<file path="src/core/adc_ctl_pkg.sv">
package adc_ctl_pkg;
  // Range pin code that selects software mode
  localparam logic [1:0] RANGE_SW_CODE = 2'h0;
  // Filter corner settings
  localparam logic [1:0] FILT_SET_ONE = 2'h0;
  localparam logic [1:0] FILT_SET_TWO = 2'h1;
  localparam logic [1:0] FILT_SET_THREE = 2'h2;
  // Multiplexer input index of the internal diagnostic path
  localparam logic [3:0] MUX_DIAG_IDX = 4'h8;
  // Oversampling code that disables averaging
  localparam logic [2:0] OSR_OFF = 3'h0;
  // Cycles after reset release before the strap pins are sampled
  localparam logic [1:0] STRAP_WAIT = 2'h2;
  localparam int SAMPLE_W = 16;
  localparam int ACC_W = 23;
  localparam int MEM_DEPTH = 16;

  typedef enum logic [1:0] {
    ST_IDLE,
    ST_SAMPLE,
    ST_WAIT,
    ST_FINISH
  } ctl_state_t;

  function automatic logic [6:0] osr_last_f(input logic [2:0] code);
    logic [7:0] ratio;
    ratio = 8'h1 << code;
    return 7'(ratio - 8'h1);
  endfunction
endpackage

</file>
<file path="src/core/prev_mean_mem.sv">
`timescale 1ns/1ps
module prev_mean_mem
  import adc_ctl_pkg::*;
(
  // Clock and reset
  input wire logic clk,
  input wire logic resetn,
  // Write side
  input wire logic wr_en,
  input wire logic [3:0] wr_addr,
  input wire logic [SAMPLE_W-1:0] wr_data,
  // Read side
  input wire logic [3:0] rd_addr,
  output logic [SAMPLE_W-1:0] rd_data,
  output logic rd_valid
);
  logic [SAMPLE_W-1:0] mem [MEM_DEPTH];
  logic [MEM_DEPTH-1:0] valid_reg;

  // Array has no reset; the valid bits hide stale words
  always_ff @(posedge clk) begin
    if (wr_en) begin
      mem[wr_addr] <= wr_data;
    end
    rd_data <= mem[rd_addr];
  end

  always_ff @(posedge clk or negedge resetn) begin
    if (!resetn) begin
      valid_reg <= '0;
      rd_valid <= 1'b0;
    end else begin
      if (wr_en) begin
        valid_reg[wr_addr] <= 1'b1;
      end
      rd_valid <= valid_reg[rd_addr];
    end
  end
endmodule

</file>
<file path="src/core/adc_mux_oversample_control.sv">
`timescale 1ns/1ps
// Functional notes
// RULE1: Software filter setting picks corner option
// RULE2: Nine-way mux per group, ninth is diagnostics
// RULE3: Hardware pair taken from pins at reset
// RULE4: Hardware pins resampled during each conversion
// RULE5: Diagnostics unreachable in hardware mode
// RULE6: Software mode uses configured channel selection
// RULE7: Sequencer and burst in both modes
// RULE8: Ratio from pins or software bits
// RULE9: One ratio; code maps to power two
// RULE10: First sample on edge, rest internal
// RULE11: Average and decimate to 16-bit result
// RULE12: Finish channel samples before sequencer advances
// RULE13: Result rate drops with ratio
// RULE14: Second-order sinc, bypassed when off
// RULE15: Both range pins low selects software
// RULE16: Hardware pairs matching index; software any
// RULE17: Sequencer pin latched leaving reset
module adc_mux_oversample_control
  import adc_ctl_pkg::*;
(
  // Clock and reset
  input wire logic clk,
  input wire logic resetn,
  // Device pins
  input wire logic [1:0] range_select_pins,
  input wire logic sequencer_enable_pin,
  input wire logic [2:0] channel_pair_select_pins,
  input wire logic [2:0] oversample_ratio_pins,
  input wire logic conversion_start_pin,
  // Software configuration
  input wire logic [3:0] sw_chan_a_sel,
  input wire logic [3:0] sw_chan_b_sel,
  input wire logic sw_diag_sel,
  input wire logic [2:0] oversample_ratio_bits,
  input wire logic [1:0] sw_filter_setting,
  input wire logic sw_seq_enable,
  input wire logic burst_enable,
  input wire logic [2:0] seq_last_index,
  // Converter core
  output logic sample_strobe,
  input wire logic adc_done,
  input wire logic [SAMPLE_W-1:0] adc_data_a,
  input wire logic [SAMPLE_W-1:0] adc_data_b,
  // Analog front end control
  output logic [3:0] mux_a_sel,
  output logic [3:0] mux_b_sel,
  output logic diag_sel,
  output logic [1:0] filter_corner_sel,
  // Status and results
  output logic software_mode,
  output logic busy,
  output logic result_valid,
  output logic [SAMPLE_W-1:0] result_a,
  output logic [SAMPLE_W-1:0] result_b,
  output logic [3:0] result_chan_a,
  output logic [3:0] result_chan_b
);
  logic [1:0] rng_s1_reg, rng_sync;
  logic seq_s1_reg, seq_sync;
  logic [2:0] chsel_s1_reg, chsel_sync;
  logic [2:0] osp_s1_reg, osp_sync;
  logic cvs_s1_reg, cvs_sync, cvs_prev_reg;
  logic [1:0] strap_cnt_reg;
  logic strap_done_reg;
  logic sw_mode_reg, seq_latched_reg;
  logic [2:0] idx_reg, idx_next, pending_reg;
  logic [2:0] osr_code_reg;
  logic [6:0] sample_cnt_reg;
  logic signed [ACC_W-1:0] acc_a_reg, acc_b_reg;
  ctl_state_t state_reg, state_next;
  logic [3:0] mux_a_reg, mux_b_reg;
  logic diag_reg;
  logic [1:0] filt_reg;
  logic res_valid_reg;
  logic [SAMPLE_W-1:0] res_a_reg, res_b_reg;
  logic [3:0] res_ch_a_reg, res_ch_b_reg;
  logic [SAMPLE_W-1:0] prev_a, prev_b;
  logic prev_a_ok, prev_b_ok;

  // Pins are asynchronous to clk
  always_ff @(posedge clk or negedge resetn) begin
    if (!resetn) begin
      {rng_s1_reg, rng_sync, seq_s1_reg, seq_sync, chsel_s1_reg, chsel_sync} <= '0;
      {osp_s1_reg, osp_sync, cvs_s1_reg, cvs_sync, cvs_prev_reg} <= '0;
    end else begin
      {rng_sync, rng_s1_reg} <= {rng_s1_reg, range_select_pins};
      {seq_sync, seq_s1_reg} <= {seq_s1_reg, sequencer_enable_pin};
      {chsel_sync, chsel_s1_reg} <= {chsel_s1_reg, channel_pair_select_pins};
      {osp_sync, osp_s1_reg} <= {osp_s1_reg, oversample_ratio_pins};
      {cvs_prev_reg, cvs_sync, cvs_s1_reg} <= {cvs_sync, cvs_s1_reg, conversion_start_pin};
    end
  end

  wire conversion_start_pin_rise = cvs_sync & ~cvs_prev_reg;
  // Straps are caught once the synchronisers hold real pin levels
  wire strap_capture = !strap_done_reg && (strap_cnt_reg == STRAP_WAIT);
  wire seq_on = sw_mode_reg ? sw_seq_enable : seq_latched_reg; // RULE7
  wire [2:0] osr_code_in = sw_mode_reg ? oversample_ratio_bits : osp_sync; // RULE8
  wire [6:0] osr_last = osr_last_f(osr_code_reg); // RULE9
  wire bypass = (osr_code_reg == OSR_OFF);
  wire set_done = (state_reg == ST_WAIT) && adc_done && (sample_cnt_reg == osr_last);
  wire burst_more = seq_on && burst_enable && (idx_reg != seq_last_index);

  // Software selections above the diagnostic index fold onto it
  wire [3:0] sw_a = (sw_chan_a_sel > MUX_DIAG_IDX) ? MUX_DIAG_IDX : sw_chan_a_sel;
  wire [3:0] sw_b = (sw_chan_b_sel > MUX_DIAG_IDX) ? MUX_DIAG_IDX : sw_chan_b_sel;
  // Mux follows the next slot so a set's first strobe already sees its own channel
  wire [3:0] sel_a = (sw_mode_reg && !seq_on) ? sw_a : {1'b0, idx_next}; // RULE6 RULE16 RULE5
  wire [3:0] sel_b = (sw_mode_reg && !seq_on) ? sw_b : {1'b0, idx_next}; // RULE6 RULE16 RULE5
  wire filt_sw = sw_mode_reg && (sw_filter_setting inside {FILT_SET_TWO, FILT_SET_THREE});
  wire [1:0] filt_sel = filt_sw ? sw_filter_setting : FILT_SET_ONE; // RULE1

  always_ff @(posedge clk or negedge resetn) begin
    if (!resetn) begin
      strap_cnt_reg <= 2'h0;
      strap_done_reg <= 1'b0;
      sw_mode_reg <= 1'b1;
      seq_latched_reg <= 1'b0;
    end else if (!strap_done_reg) begin
      strap_cnt_reg <= strap_cnt_reg + 2'h1;
      if (strap_capture) begin
        strap_done_reg <= 1'b1;
        sw_mode_reg <= (rng_sync == RANGE_SW_CODE); // RULE15
        seq_latched_reg <= seq_sync; // RULE17
      end
    end
  end

  always_comb begin
    state_next = state_reg;
    case (state_reg)
      ST_IDLE: state_next = (conversion_start_pin_rise && strap_done_reg) ? ST_SAMPLE : ST_IDLE; // RULE10
      ST_SAMPLE: state_next = ST_WAIT;
      ST_WAIT: begin
        if (set_done) begin
          state_next = ST_FINISH; // RULE12
        end else if (adc_done) begin
          state_next = ST_SAMPLE; // RULE10
        end
      end
      ST_FINISH: state_next = burst_more ? ST_SAMPLE : ST_IDLE; // RULE7 RULE12
      default: state_next = ST_IDLE;
    endcase
  end

  always_comb begin
    idx_next = idx_reg;
    if (strap_capture) begin
      idx_next = chsel_sync; // RULE3
    end else if (state_reg == ST_FINISH) begin
      if (seq_on) begin
        idx_next = (idx_reg == seq_last_index) ? 3'h0 : idx_reg + 3'h1;
      end else if (!sw_mode_reg) begin
        idx_next = pending_reg; // RULE4
      end
    end
  end

  always_ff @(posedge clk or negedge resetn) begin
    if (!resetn) begin
      state_reg <= ST_IDLE;
      idx_reg <= 3'h0;
      pending_reg <= 3'h0;
      osr_code_reg <= OSR_OFF;
      sample_cnt_reg <= 7'h0;
    end else begin
      state_reg <= state_next;
      idx_reg <= idx_next;
      if (state_reg == ST_WAIT && adc_done) begin
        pending_reg <= chsel_sync; // RULE4
      end
      // Ratio frozen for a whole burst so a mid-set change cannot skew it
      if (state_reg == ST_IDLE) begin
        osr_code_reg <= osr_code_in; // RULE8
      end
      if (state_reg == ST_FINISH || state_reg == ST_IDLE) begin
        sample_cnt_reg <= 7'h0;
      end else if (state_reg == ST_WAIT && adc_done) begin
        sample_cnt_reg <= sample_cnt_reg + 7'h1;
      end
    end
  end

  // First stage: boxcar sum of the channel's set
  always_ff @(posedge clk or negedge resetn) begin
    if (!resetn) begin
      acc_a_reg <= '0;
      acc_b_reg <= '0;
    end else if (state_reg == ST_IDLE || state_reg == ST_FINISH) begin
      acc_a_reg <= '0;
      acc_b_reg <= '0;
    end else if (state_reg == ST_WAIT && adc_done) begin
      acc_a_reg <= acc_a_reg + ACC_W'(signed'(adc_data_a)); // RULE11
      acc_b_reg <= acc_b_reg + ACC_W'(signed'(adc_data_b)); // RULE11
    end
  end

  wire signed [ACC_W-1:0] mean_a_w = acc_a_reg >>> osr_code_reg;
  wire signed [ACC_W-1:0] mean_b_w = acc_b_reg >>> osr_code_reg;
  wire [SAMPLE_W-1:0] mean_a = mean_a_w[SAMPLE_W-1:0];
  wire [SAMPLE_W-1:0] mean_b = mean_b_w[SAMPLE_W-1:0];
  // Second stage: a second boxcar over consecutive means gives the sinc2 shape
  wire [SAMPLE_W:0] sum_a = {mean_a[SAMPLE_W-1], mean_a} +
                            {prev_a[SAMPLE_W-1], prev_a};
  wire [SAMPLE_W:0] sum_b = {mean_b[SAMPLE_W-1], mean_b} +
                            {prev_b[SAMPLE_W-1], prev_b};
  wire [SAMPLE_W-1:0] out_a = bypass ? acc_a_reg[SAMPLE_W-1:0] :
                              prev_a_ok ? sum_a[SAMPLE_W:1] : mean_a; // RULE14
  wire [SAMPLE_W-1:0] out_b = bypass ? acc_b_reg[SAMPLE_W-1:0] :
                              prev_b_ok ? sum_b[SAMPLE_W:1] : mean_b; // RULE14
  wire hist_wr = (state_reg == ST_FINISH) && !bypass;
  prev_mean_mem mem_a (
    .clk(clk), .resetn(resetn),
    .wr_en(hist_wr), .wr_addr(mux_a_reg), .wr_data(mean_a),
    .rd_addr(mux_a_reg), .rd_data(prev_a), .rd_valid(prev_a_ok)
  );

  prev_mean_mem mem_b (
    .clk(clk), .resetn(resetn),
    .wr_en(hist_wr), .wr_addr(mux_b_reg), .wr_data(mean_b),
    .rd_addr(mux_b_reg), .rd_data(prev_b), .rd_valid(prev_b_ok)
  );

  always_ff @(posedge clk or negedge resetn) begin
    if (!resetn) begin
      mux_a_reg <= 4'h0;
      mux_b_reg <= 4'h0;
      diag_reg <= 1'b0;
      filt_reg <= FILT_SET_ONE;
      res_valid_reg <= 1'b0;
      res_a_reg <= '0;
      res_b_reg <= '0;
      res_ch_a_reg <= 4'h0;
      res_ch_b_reg <= 4'h0;
    end else begin
      mux_a_reg <= sel_a; // RULE2
      mux_b_reg <= sel_b; // RULE2
      diag_reg <= sw_mode_reg & sw_diag_sel; // RULE5
      filt_reg <= filt_sel; // RULE1
      // One result per finished set, so the rate falls with the ratio
      res_valid_reg <= (state_reg == ST_FINISH); // RULE13
      if (state_reg == ST_FINISH) begin
        res_a_reg <= out_a; // RULE11
        res_b_reg <= out_b; // RULE11
        res_ch_a_reg <= mux_a_reg;
        res_ch_b_reg <= mux_b_reg;
      end
    end
  end

  assign sample_strobe = (state_reg == ST_SAMPLE);
  assign busy = (state_reg != ST_IDLE);
  assign mux_a_sel = mux_a_reg;
  assign mux_b_sel = mux_b_reg;
  assign diag_sel = diag_reg;
  assign filter_corner_sel = filt_reg;
  assign software_mode = sw_mode_reg;
  assign result_valid = res_valid_reg;
  assign result_a = res_a_reg;
  assign result_b = res_b_reg;
  assign result_chan_a = res_ch_a_reg;
  assign result_chan_b = res_ch_b_reg;

  a_filter_decode: assert property (@(posedge clk) disable iff (!resetn) // RULE1
    (sw_mode_reg && sw_filter_setting == FILT_SET_THREE) |=> filter_corner_sel == FILT_SET_THREE)
    else $error("filter corner not decoded");
  a_hw_no_diag: assert property (@(posedge clk) disable iff (!resetn) // RULE5
    (!sw_mode_reg && $past(!sw_mode_reg)) |-> (mux_a_sel < MUX_DIAG_IDX && !diag_sel))
    else $error("diagnostic input selected in hardware mode");
  a_hw_pair_match: assert property (@(posedge clk) disable iff (!resetn) // RULE16
    (!sw_mode_reg && $past(!sw_mode_reg)) |-> mux_a_sel == mux_b_sel)
    else $error("hardware pair indices differ");
  a_first_on_edge: assert property (@(posedge clk) disable iff (!resetn) // RULE10
    (state_reg == ST_IDLE && conversion_start_pin_rise && strap_done_reg) |=> sample_strobe ##1 !sample_strobe)
    else $error("first sample not on start edge");
  a_set_length: assert property (@(posedge clk) disable iff (!resetn) // RULE12
    set_done |=> (state_reg == ST_FINISH) ##1 result_valid)
    else $error("set not closed after full count");
  a_bypass_pass: assert property (@(posedge clk) disable iff (!resetn) // RULE14
    (state_reg == ST_FINISH && bypass) |=> result_a == $past(acc_a_reg[SAMPLE_W-1:0]))
    else $error("bypass result differs from sample");
  a_strap_pair: assert property (@(posedge clk) disable iff (!resetn) // RULE3
    strap_capture |=> idx_reg == $past(chsel_sync))
    else $error("initial pair not taken from pins");
  a_mode_strap: assert property (@(posedge clk) disable iff (!resetn) // RULE15
    strap_capture |=> sw_mode_reg == ($past(rng_sync) == RANGE_SW_CODE))
    else $error("mode strap wrong");
  a_seq_strap: assert property (@(posedge clk) disable iff (!resetn) // RULE17
    strap_capture |=> seq_latched_reg == $past(seq_sync))
    else $error("sequencer strap wrong");
  a_hw_resample: assert property (@(posedge clk) disable iff (!resetn) // RULE4
    (state_reg == ST_FINISH && !sw_mode_reg && !seq_on) |=> idx_reg == $past(pending_reg))
    else $error("hardware pair not resampled");
endmodule

</file>
<file path="config.mk">
export PLATFORM = sky130hd
export DESIGN_NAME = adc_mux_oversample_control
export DESIGN_NICKNAME = d
export VERILOG_FILES = /design/src/core/adc_ctl_pkg.sv /design/src/core/prev_mean_mem.sv /design/src/core/adc_mux_oversample_control.sv
export SDC_FILE = /design/constraint.sdc
export NUM_CORES = 1
export LEC_CHECK = 0
export ABC_AREA = 1
export BUFFER_PORTS_ARGS = -buffer_cell sky130_fd_sc_hd__clkbuf_2
export CAP_MARGIN = 15
export CORE_ASPECT_RATIO = 1.2
export CORE_UTILIZATION = 63
export CTS_BUF_LIST = sky130_fd_sc_hd__clkbuf_16
export DETAILED_ROUTE_END_ITERATION = 10
export PLACE_DENSITY_LB_ADDON = 0.08
export SKIP_LAST_GASP = 1
export SLEW_MARGIN = 20
export SYNTH_ARGS = -nofsm -noshare
export SYNTH_HDL_FRONTEND = slang
export SYNTH_HIERARCHICAL = 1
export SYNTH_SLANG_ARGS = --single-unit
</file>
<file path="constraint.sdc">
create_clock -name clk -period 4.4 [get_ports clk]
set_input_delay 0.22 -clock clk [delete_from_list [all_inputs] [get_ports clk]]
set_output_delay 0.22 -clock clk [all_outputs]
set_load 0.05 [all_outputs]
</file>
* Word level (Yosys, flattened, before mapping)
Memories as Yosys holds them, arrays and structs flattened. A register that Yosys moved wholly into a read port is not among the register bits. Cells that the tools add are included.
Word-level totals: flip-flop bits (word level) 176, RAM bits 512, input port bits 64, word-level logic and storage cells 131, memories kept 2
Memories:
- mem_a.mem | words 16, bits a word 16, rd ports 1, clocked after Yosys merged registers in 1, write ports 1, RTL line prev_mean_mem.sv:17 | logic [SAMPLE_W-1:0] mem [MEM_DEPTH];
- mem_b.mem | words 16, bits a word 16, rd ports 1, clocked after Yosys merged registers in 1, write ports 1, RTL line prev_mean_mem.sv:17
Cells by class: $add $sub $neg 8, order comparisons 6, equality and inequality tests 10, shift operators 3, mux-type cells 39, bitwise logic cells 6, reduce and logical (&&, ||, !) cells 22
Operator list (number):
- $mux 23 | 4
- $mux 16 | 4
- $add 23x16->23 | 2
- $sshr 23x3->16 | 2
- $add 16x16->17 | 2
- $or 16x16->16 | 2
- $mux 3 | 6
- $mux 4 | 4
- $mux 7 | 2
- $logic_and 1x1->1 | 11
- $mux 1 | 11
- $lt 4x5->1 const B | 2
- $bmux 1 s4 | 2
- $demux 1 s4 | 2
- $eq 2x2->1 const B | 4
- $ge 4x1->1 const B | 2
- $gt 4x4->1 const B | 2
- $pmux 2 s4 | 1
- $add 7x1->7 const B | 1
- $eq 7x7->1 | 1
- $shl 1x3->7 const A | 1
- $sub 7x1->7 const B | 1
- $mux 2 | 3
- $reduce_bool 2->1 | 3
- 13 further kinds | 19

* Logic depth before layout (Yosys ltp)
Gate-level depths: netlist of the first run.
depth in word-level cells 6, mapped depth 24, mapped depth without buffers 22

* Cells and area by module
The synthesis of the first run kept the hierarchy.
Modules (own cells, without submodules):
- prev_mean_mem at mem_a | instances 1, cells each 1157, area an instance 12042.8 sq um
- prev_mean_mem at mem_b | instances 1, cells each 1159, area an instance 12041.5 sq um
- adc_mux_oversample_control | instances 1, cells each 1624, area an instance 11285.8 sq um

* Least setup slack after synthesis of the first run
Ideal clock, no wire load.
kind reg2reg, from reg osr_code_reg[0], to reg res_b_reg[14] (netlist: result_b[14]), library setup time 118 ps, arrival 3168 ps, data required time 4282 ps, setup slack 1115 ps, cell stages (with the launch flop) 18, buffers on the path 3, cell sequence dfrtp_1 -> buf_6 -> buf_12 -> buf_6 -> o21ai_1 -> mux2i_1 -> o21ai_0 -> ha_1 -> nand2_1 -> inv_1 -> a21oi_1 -> nor2_1 -> a211oi_1 -> nand3_1 -> nand3_1 -> nand2_1 -> nand2_1 -> nand2_1
Between the ends: longest elaborated chain between the ends 4, elaborated cells between the ends (all ways) 5, classes of those cells add/sub: 1; shift: 1; mux: 2; reduce/logical: 1
Ends and longest elaborated chain:
- start: declaration | RTL line adc_mux_oversample_control.sv:69 | logic [2:0] osr_code_reg;
- start signal: assignment | RTL line adc_mux_oversample_control.sv:176 | osr_code_reg <= osr_code_in;
- $sshr 23x3->16 | RTL line adc_mux_oversample_control.sv:201 | wire signed [ACC_W-1:0] mean_b_w = acc_b_reg >>> osr_code_reg;
- net mean_b_w[10] | RTL line adc_mux_oversample_control.sv:201
- $add 16x16->17 | RTL line adc_mux_oversample_control.sv:207 | wire [SAMPLE_W:0] sum_b = {mean_b[SAMPLE_W-1], mean_b} +
- $mux 16 | RTL line adc_mux_oversample_control.sv:212 | prev_b_ok ? sum_b[SAMPLE_W:1] : mean_b;
- $mux 16 | RTL line adc_mux_oversample_control.sv:211 | wire [SAMPLE_W-1:0] out_b = bypass ? acc_b_reg[SAMPLE_W-1:0] :
- end signal: assignment | RTL line adc_mux_oversample_control.sv:246 | res_b_reg <= out_b;
- end: declaration | RTL line adc_mux_oversample_control.sv:77 | logic [SAMPLE_W-1:0] res_a_reg, res_b_reg;
The timed path passes the listed nets, and every way through them passes these cells. A chain may end at the register's enable or synchronous reset.

* Worst setup path after layout of the first run
from reg osr_code_reg[0], to reg res_b_reg[13] (netlist: result_b[13])
Same word-level chain as after synthesis.

==> metrics.csv, run 1 <==
stage,metric,value,unit
cts,Worst-path clk slew,0.07,ns
detailed_routing,Routed WL,93670,µm
final_layout,fin nets,4260,
sta,Slew @ Worst Pin,1.097,ns
worst_hold_path,Hold Path Cell Cnt,4,
sta,Final Max Tran Viols,0,
floorplan,Die X,218.3,µm
detailed_routing,drt initial violations,3156,
logic_synthesis,warnings from Yosys,6,
worst_hold_path,hold endpoint,mux_b_sel[1],
logic_synthesis,most instantiated cells after synthesis,"nand2_1, inv_1, edfxtp_1, nand3_1, dfrtp_1",
global_routing,initial antenna violation count,2,
sta,Setup Skew,0.02854,ns
detailed_routing,via count,27698,
global_routing,Tot GR Track Use,0.3323,
logic_synthesis,post-synth top area share,0.4347,
logic_synthesis,post-synthesis register bit count,720,
pwr,Power Density,673.1,mW/mm²
logic_synthesis,Post-synth EDFFs,512,
floorplan,Die ar.,0.05710,mm²
sta,# setup viols final,0,
floorplan,initial core utilization,0.6412,
sta,Final period util,0.8559,
logic_synthesis,"Avg Cell Area, Syn",8.977,µm²
detailed_routing,vias per cell,5.667,
cts,worst-skew pair later-pin latency,0.64,ns
sta,RSZ-0062 raised after global routing,false,
sta,setup TNS,0,ns
logic_synthesis,"count leader, synth",nand2_1,
floorplan,row count,94,
floorplan,Core ar.,0.05516,mm²
logic_synthesis,cells after synthesis,3940,
flow_run,Max Cap Viol,0,
detailed_routing,routed len/inst,19.16,µm
logic_synthesis,Post-synth top flop,edfxtp_1,
cts,CTS Buf Count,71,
cts,CTS tree,done,
logic_synthesis,syn nets,4091,
detailed_routing,DRC,0,
logic_synthesis,cell taking the most area after synthesis,edfxtp_1,
setup_path,crit path DAT,4.29,ns
sta,Fin. Hold Viols,0,
detailed_routing,TritonRoute pass-1 iters,6,
final_layout,Top Registers,"mem_a/mem x256, mem_b/mem x256",
placement,DP Wirelength,59470,µm
setup_path,crit end category,flip-flop,
global_routing,GR Overflow Total,0,
logic_synthesis,part of the Yosys area used for sequential elements,0.5773,
setup_path,Reg2Reg Setup Slack,0.63,ns
cts,Max Root-Sink Buffers,3,
logic_synthesis,Cell variety after synth,54,
detailed_routing,DRT antenna net count,0,
placement,I/O Buffers,118,
sta,fin crit period,3.766,ns
setup_path,CP max FO,23,
cts,H-Tree Depth,3,
logic_synthesis,Mapped Area,0.03537,mm²
global_routing,global-route wire length before repair,144700,µm
worst_hold_path,worst hold path class,in -> reg,
logic_synthesis,Synth async-reset ratio,0.2444,
setup_path,Crit Path Class,reg -> reg,
logic_synthesis,synth top area cells,"edfxtp_1, nand2_1, dfrtp_1, nand3_1, inv_1",
sta,FMAX,265.5,MHz
setup_path,"Req. time, crit path",4.93,ns
final_layout,final instance area,0.03958,mm²
final_layout,Area Growth Syn to Fin,11.89,%
cts,CTS sink cnt,720,
setup_path,R2R depth,15,
pwr,Leak,18.38,nW
setup_path,Worst setup SP type,flip-flop,
cts,post_cts resized,0,
pwr,Peak supply drop,0.9896,mV
placement,Placed Area,0.03690,mm²
worst_hold_path,min-delay src,sw_seq_enable,
global_routing,number of global-route vias before repair,26242,
setup_path,worst flop-to-flop path startpoint,osr_code_reg[0],
outcome,status,"finished, final reports clean",
floorplan,Die H,261.6,µm
global_routing,largest net degree at the start of global routing,100,
setup_path,RR Endpoint,result_b[13],
floorplan,# IOs,119,
cts,CTS Root Cell,clkbuf_16,
placement,RePlAce Congestion,0.9513,
sta,Slew headroom,0.2686,
final_layout,layout cells sized above 1,0.09431,
placed cells by master, fill, tap and decap left out, types with 5 or more instances in the layout:
cell / count
a211oi_1: 5
a21o_1: 17
a21oi_1: 123
a221oi_1: 5
a31oi_1: 13
buf_4: 106
bufinv_16: 7
clkbuf_16: 74
clkbuf_2: 117
clkinv_1: 21
clkinv_2: 12
dfrtp_1: 170
dfxtp_1: 32
dlygate4sd3_1: 30
edfxtp_1: 512
ha_1: 82
inv_1: 602
inv_2: 10
nand2_1: 1175
nand2_2: 11
nand3_1: 491
nand3b_1: 8
nand4_1: 11
nor2_1: 128
nor3_1: 20
o211ai_1: 10
o21ai_0: 162
o21ai_1: 69
o21ai_2: 6
o21bai_1: 10
o22ai_1: 19
o31ai_1: 6
or2_2: 11
xnor2_1: 14
xor2_1: 14
area by class of cell:
cell class / instances / area (µm²)
flip-flops and latches: 720 / 20430
fillers: 4209 / 15580
diodes: 1 / 2.502
inverters: 611 / 2302
multi-input cells: 2448 / 11810
well taps: 720 / 900.9
clock buffers: 74 / 1852
clock inverters: 57 / 520.5
repair buffers: 257 / 1755
stage by stage:
stage	cells	power (mW)	setup slack, ns	utilization	hold WS (ns)
6_report	4888	26.64	0.6341	0.7175	0.03252
5_1_grt	4887	28.07	0.3531	0.7174	0.03005
4_1_cts	4887	26.53	0.6808	0.7173	0.01775
3_5_place_dp	4726	20.29	0.7182	0.6689	0.3296
3_3_place_gp	4726	20.17	0.7666	0.6689	0.3284
2_1_floorplan	3940	17.11	1.115	-	-0.07559
how the worst max path moves through the flow:
| stage | slack (ns) | to | from |
|---|---|---|---|
| CTS | 0.68 | result_b[13] | osr_code_reg[0] |
| floorplan | 1.11 | result_b[14] | osr_code_reg[0] |
| detailed placement | 0.72 | result_b[13] | osr_code_reg[0] |
| finish | 0.63 | result_b[13] | osr_code_reg[0] |
| global route | 0.35 | result_a[15] | osr_code_reg[1] |
| global placement | 0.77 | result_b[13] | osr_code_reg[0] |
where the power goes:
part | switching [mW] | total, mW | internal [mW]
registers | 0.713 | 9.39 | 8.68
clock network | 2.68 | 6.19 | 3.51
logic | 7.93 | 11.1 | 3.14
total | 11.3 | 26.6 | 15.3
metal layers:
metal | track usage | vias up | share of wire
li1 | - | 13245 | -
met1 | 0.4649 | 13092 | 0.42
met2 | 0.5307 | 1174 | 0.47
met3 | 0.04588 | 185 | 0.081
met4 | 0.1280 | 2 | 0.030
met5 | 0 | - | 0.00013
timing repair:
action                                 CTS  global route
endpoints found under the hold margin  115             0
hold buffers                            30             0
setup endpoints to repair                0             0
setup buffers                            0             0
worst max-delay path, stage by stage (launching register included):
cell and delay, ns:
dfrtp_2 0.65, buf_4 0.27, buf_4 0.21, nand2_1 0.06, o21ai_1 0.11, o21ai_1 0.13, o21ai_2 0.67, ha_1 0.43
a21oi_1 0.27, o21ai_0 0.12, a221oi_1 0.36, nand3_1 0.12, nand2_1 0.08, o21ai_1 0.06, nand2_1 0.06, nand2_1 0.04
cell families (layout without fill, tap and decap cells):
kind of cell,after synthesis,count (layout),share of synthesized area
compound gates,461,461,0.07266
xor+xnor,28,28,0.006934
fa+ha+maj,87,87,0.03162
buf+inv,772,999,0.08900
flops,720,720,0.5773
mux,4,4,0.001132
other cells,0,1,0
simple gates,1868,1868,0.2213
Note: power is estimated with default switching activity, not from simulation.
==> run 2, diff against run 1 <==
--- a/config.mk
+++ b/config.mk
@@ -9,7 +9,7 @@
 export BUFFER_PORTS_ARGS = -buffer_cell sky130_fd_sc_hd__clkbuf_2
 export CAP_MARGIN = 15
 export CORE_ASPECT_RATIO = 1.2
-export CORE_UTILIZATION = 63
+export CORE_UTILIZATION = 60
 export CTS_BUF_LIST = sky130_fd_sc_hd__clkbuf_16
 export DETAILED_ROUTE_END_ITERATION = 10
 export PLACE_DENSITY_LB_ADDON = 0.08
==> metrics.csv, run 2 (synthesized netlist as in run 1, its figures left out) <==
stage,metric,value,unit,change
floorplan,row count,97,,was 94
final_layout,Top Registers,"mem_a/mem x256, mem_b/mem x256",,unchanged
outcome,status,"finished, final reports clean",,unchanged
final_layout,layout cells sized above 1,0.09388,,was 0.09431
cts,post_cts resized,0,,unchanged
placement,RePlAce Congestion,0.9593,,was 0.9513
floorplan,Core ar.,0.05838,mm²,was 0.05516 mm²
setup_path,Crit Path Class,reg -> reg,,unchanged
worst_hold_path,worst hold path class,in -> reg,,unchanged
cts,Worst-path clk slew,0.06,ns,was 0.07 ns
sta,fin crit period,3.730,ns,was 3.766 ns
floorplan,Die H,268.0,µm,was 261.6 µm
sta,RSZ-0062 raised after global routing,false,,unchanged
detailed_routing,via count,27381,,was 27.70k
cts,CTS Root Cell,clkbuf_16,,unchanged
cts,CTS Buf Count,72,,was 71
pwr,Leak,18.34,nW,was 18.38 nW
setup_path,Slowest Stage Delay on Critical Path,0.78,ns,was 0.67 ns
sta,# setup viols final,0,,unchanged
pwr,total power,26.69,mW,was 26.64 mW
global_routing,initial antenna violation count,0,,was 2
detailed_routing,met3 WL,7509,µm,was 7626 µm
sta,Fin. Hold Viols,0,,unchanged
pwr,Peak supply drop,0.4617,mV,was 0.9896 mV
detailed_routing,DRC,0,,unchanged
global_routing,global-route wire length before repair,144400,µm,was 144700 µm
sta,Setup Skew,0.02653,ns,was 0.02854 ns
setup_path,crit path DAT,4.23,ns,was 4.29 ns
flow_run,Max Cap Viol,0,,unchanged
global_routing,number of global-route vias before repair,26185,,was 26.24k
floorplan,Die X,223.6,µm,was 218.3 µm
final_layout,Seq. cell area,0.02043,mm²,about the same
detailed_routing,TritonRoute pass-1 iters,8,,was 6
sta,Slew headroom,0.2542,,was 0.2686
sta,setup TNS,0,ns,unchanged
detailed_routing,Met1 Wirelength,38930,µm,was 39310 µm
detailed_routing,routed len/inst,18.71,µm,was 19.16 µm
cts,Post-CTS Setup Bufs,0,,unchanged
detailed_routing,DRT antenna net count,0,,unchanged
cts,worst-skew pair later-pin latency,0.63,ns,was 0.64 ns
sta,Slew @ Worst Pin,1.119,ns,was 1.097 ns
global_routing,Tot GR Track Use,0.3142,,was 0.3323
placement,DP Wirelength,60350,µm,was 59470 µm
detailed_routing,Max Used Layer,met4,,was met5
final_layout,"commonest non-fill, non-tap cell in the layout",nand2_1,,unchanged
pwr,Power Density,672.5,mW/mm²,was 673.1 mW/mm²
setup_path,Crit-path slowest cell,dfrtp_2,,was o21ai_2
setup_path,sequence of cells on the critical path,buf_4 -> nor2_1 -> a21oi_1 -> nor3_1 -> a21oi_1 -> o21ai_1 -> buf_4 -> ha_1 -> a21oi_1 -> nand2_1 -> a21oi_1 -> o21ai_1 -> a21oi_1 -> xor2_1 -> o21ai_1 -> nand2_1 -> nand2_1,,was buf_4 -> buf_4 -> nand2_1 -> o21ai_1 -> o21ai_1 -> o21ai_2 -> ha_1 -> a21oi_1 -> o21ai_0 -> a221oi_1 -> nand3_1 -> nand2_1 -> o21ai_1 -> nand2_1 -> nand2_1
cts,CTS sink cnt,720,,unchanged
detailed_routing,Routed WL,92770,µm,was 93670 µm
sta,FMAX,268.1,MHz,was 265.5 MHz
cts,Max Root-Sink Buffers,3,,unchanged
sta,Final Max Tran Viols,0,,unchanged
setup_path,crit end category,flip-flop,,unchanged
final_layout,Layout fillers,4601,,was 4209
global_routing,largest net degree at the start of global routing,98,,was 100
cts,H-Tree Depth,3,,unchanged
final_layout,most frequent cells in the layout,"nand2_1, inv_1, edfxtp_1",,unchanged
setup_path,CP max FO,34,,was 23
final_layout,fin nets,4258,,was 4260
final_layout,Area Growth Syn to Fin,12.19,%,was 11.89%
floorplan,Die ar.,0.05993,mm²,was 0.05710 mm²
setup_path,"Req. time, crit path",4.90,ns,was 4.93 ns
cts,hold buffer count at cts,34,,was 30
global_routing,GR Overflow Total,0,,unchanged
setup_path,cell mode on critical path,a21oi_1,,was nand2_1
floorplan,initial core utilization,0.6059,,was 0.6412
setup_path,Worst setup SP type,flip-flop,,unchanged
final_layout,area occupied by multi-input gates,0.01184,mm²,was 0.01181 mm²
detailed_routing,drt initial violations,2621,,was 3156
placement,I/O Buffers,118,,unchanged
floorplan,# IOs,119,,unchanged
detailed_routing,wire length on met2,43800,µm,was 43890 µm
sta,Final period util,0.8478,,was 0.8559
detailed_routing,vias per cell,5.523,,was 5.667
cts,CTS tree,done,,unchanged
==> run 2: worst max-delay path: cells and delay by family, from the launching register on <==
kind,cells,cell delay [ns]
buf+inv,2,0.48
xor+xnor,1,0.18
flops,1,0.78
fa+ha+maj,1,0.36
compound gates,8,1.43
simple gates,5,0.36
==> run 2: metal layers <==
metal | global-route usage | vias up
li1 | - | 13231
met3 | 0.04745 | 160
met1 | 0.4284 | 12940
met2 | 0.5168 | 1050
met4 | 0.1092 | 0
met5 | 0 | -
==> run 2: worst paths after layout <==
check	depth (start not counted)	startpoint	end	slack [ns]
min in group asynchronous	2	resetn	acc_b_reg[7]	0.22
max reg2reg	17	osr_code_reg[0]	result_b[11]	0.67
min reg2reg	0	cvs_s1_reg	cvs_sync	0.34
max	17	osr_code_reg[0]	result_b[11]	0.67
min	5	burst_enable	state_reg[0]	0.01
max in group asynchronous	3	resetn	osr_code_reg[0]	3.04
==> run 2: per-stage QoR <==
| stage | area, µm² | std cells | hold WS (ns) | worst slack [ns] | util |
|---|---|---|---|---|---|
| CTS | 39680 | 4957 | 0.003007 | 0.7145 | 0.6797 |
| finish | 39680 | 4958 | 0.01008 | 0.6695 | 0.6797 |
| detailed placement | 36960 | 4791 | 0.3296 | 0.7328 | 0.6332 |
| floorplan | 35370 | 3940 | -0.07559 | 1.115 | - |
| global placement | 36960 | 4791 | 0.3286 | 0.7944 | 0.6332 |
| global route | 39680 | 4957 | 0.05037 | 0.3160 | 0.6797 |
==> run 2: final cells by class <==
type / count / share of cell area
diodes: 1 / 0.00006306
clock buffers: 74 / 0.04667
clock inverters: 58 / 0.01318
inverters: 611 / 0.05799
multi-input cells: 2448 / 0.2983
flip-flops and latches: 720 / 0.5149
well taps: 792 / 0.02497
repair buffers: 254 / 0.04392
==> run 2: where the power goes <==
part,total (mW),switching (mW),internal [mW]
Sequential,9.46,0.780,8.68
Clock,6.21,2.62,3.59
Combinational,11.0,7.86,3.15
Total,26.7,11.3,15.4
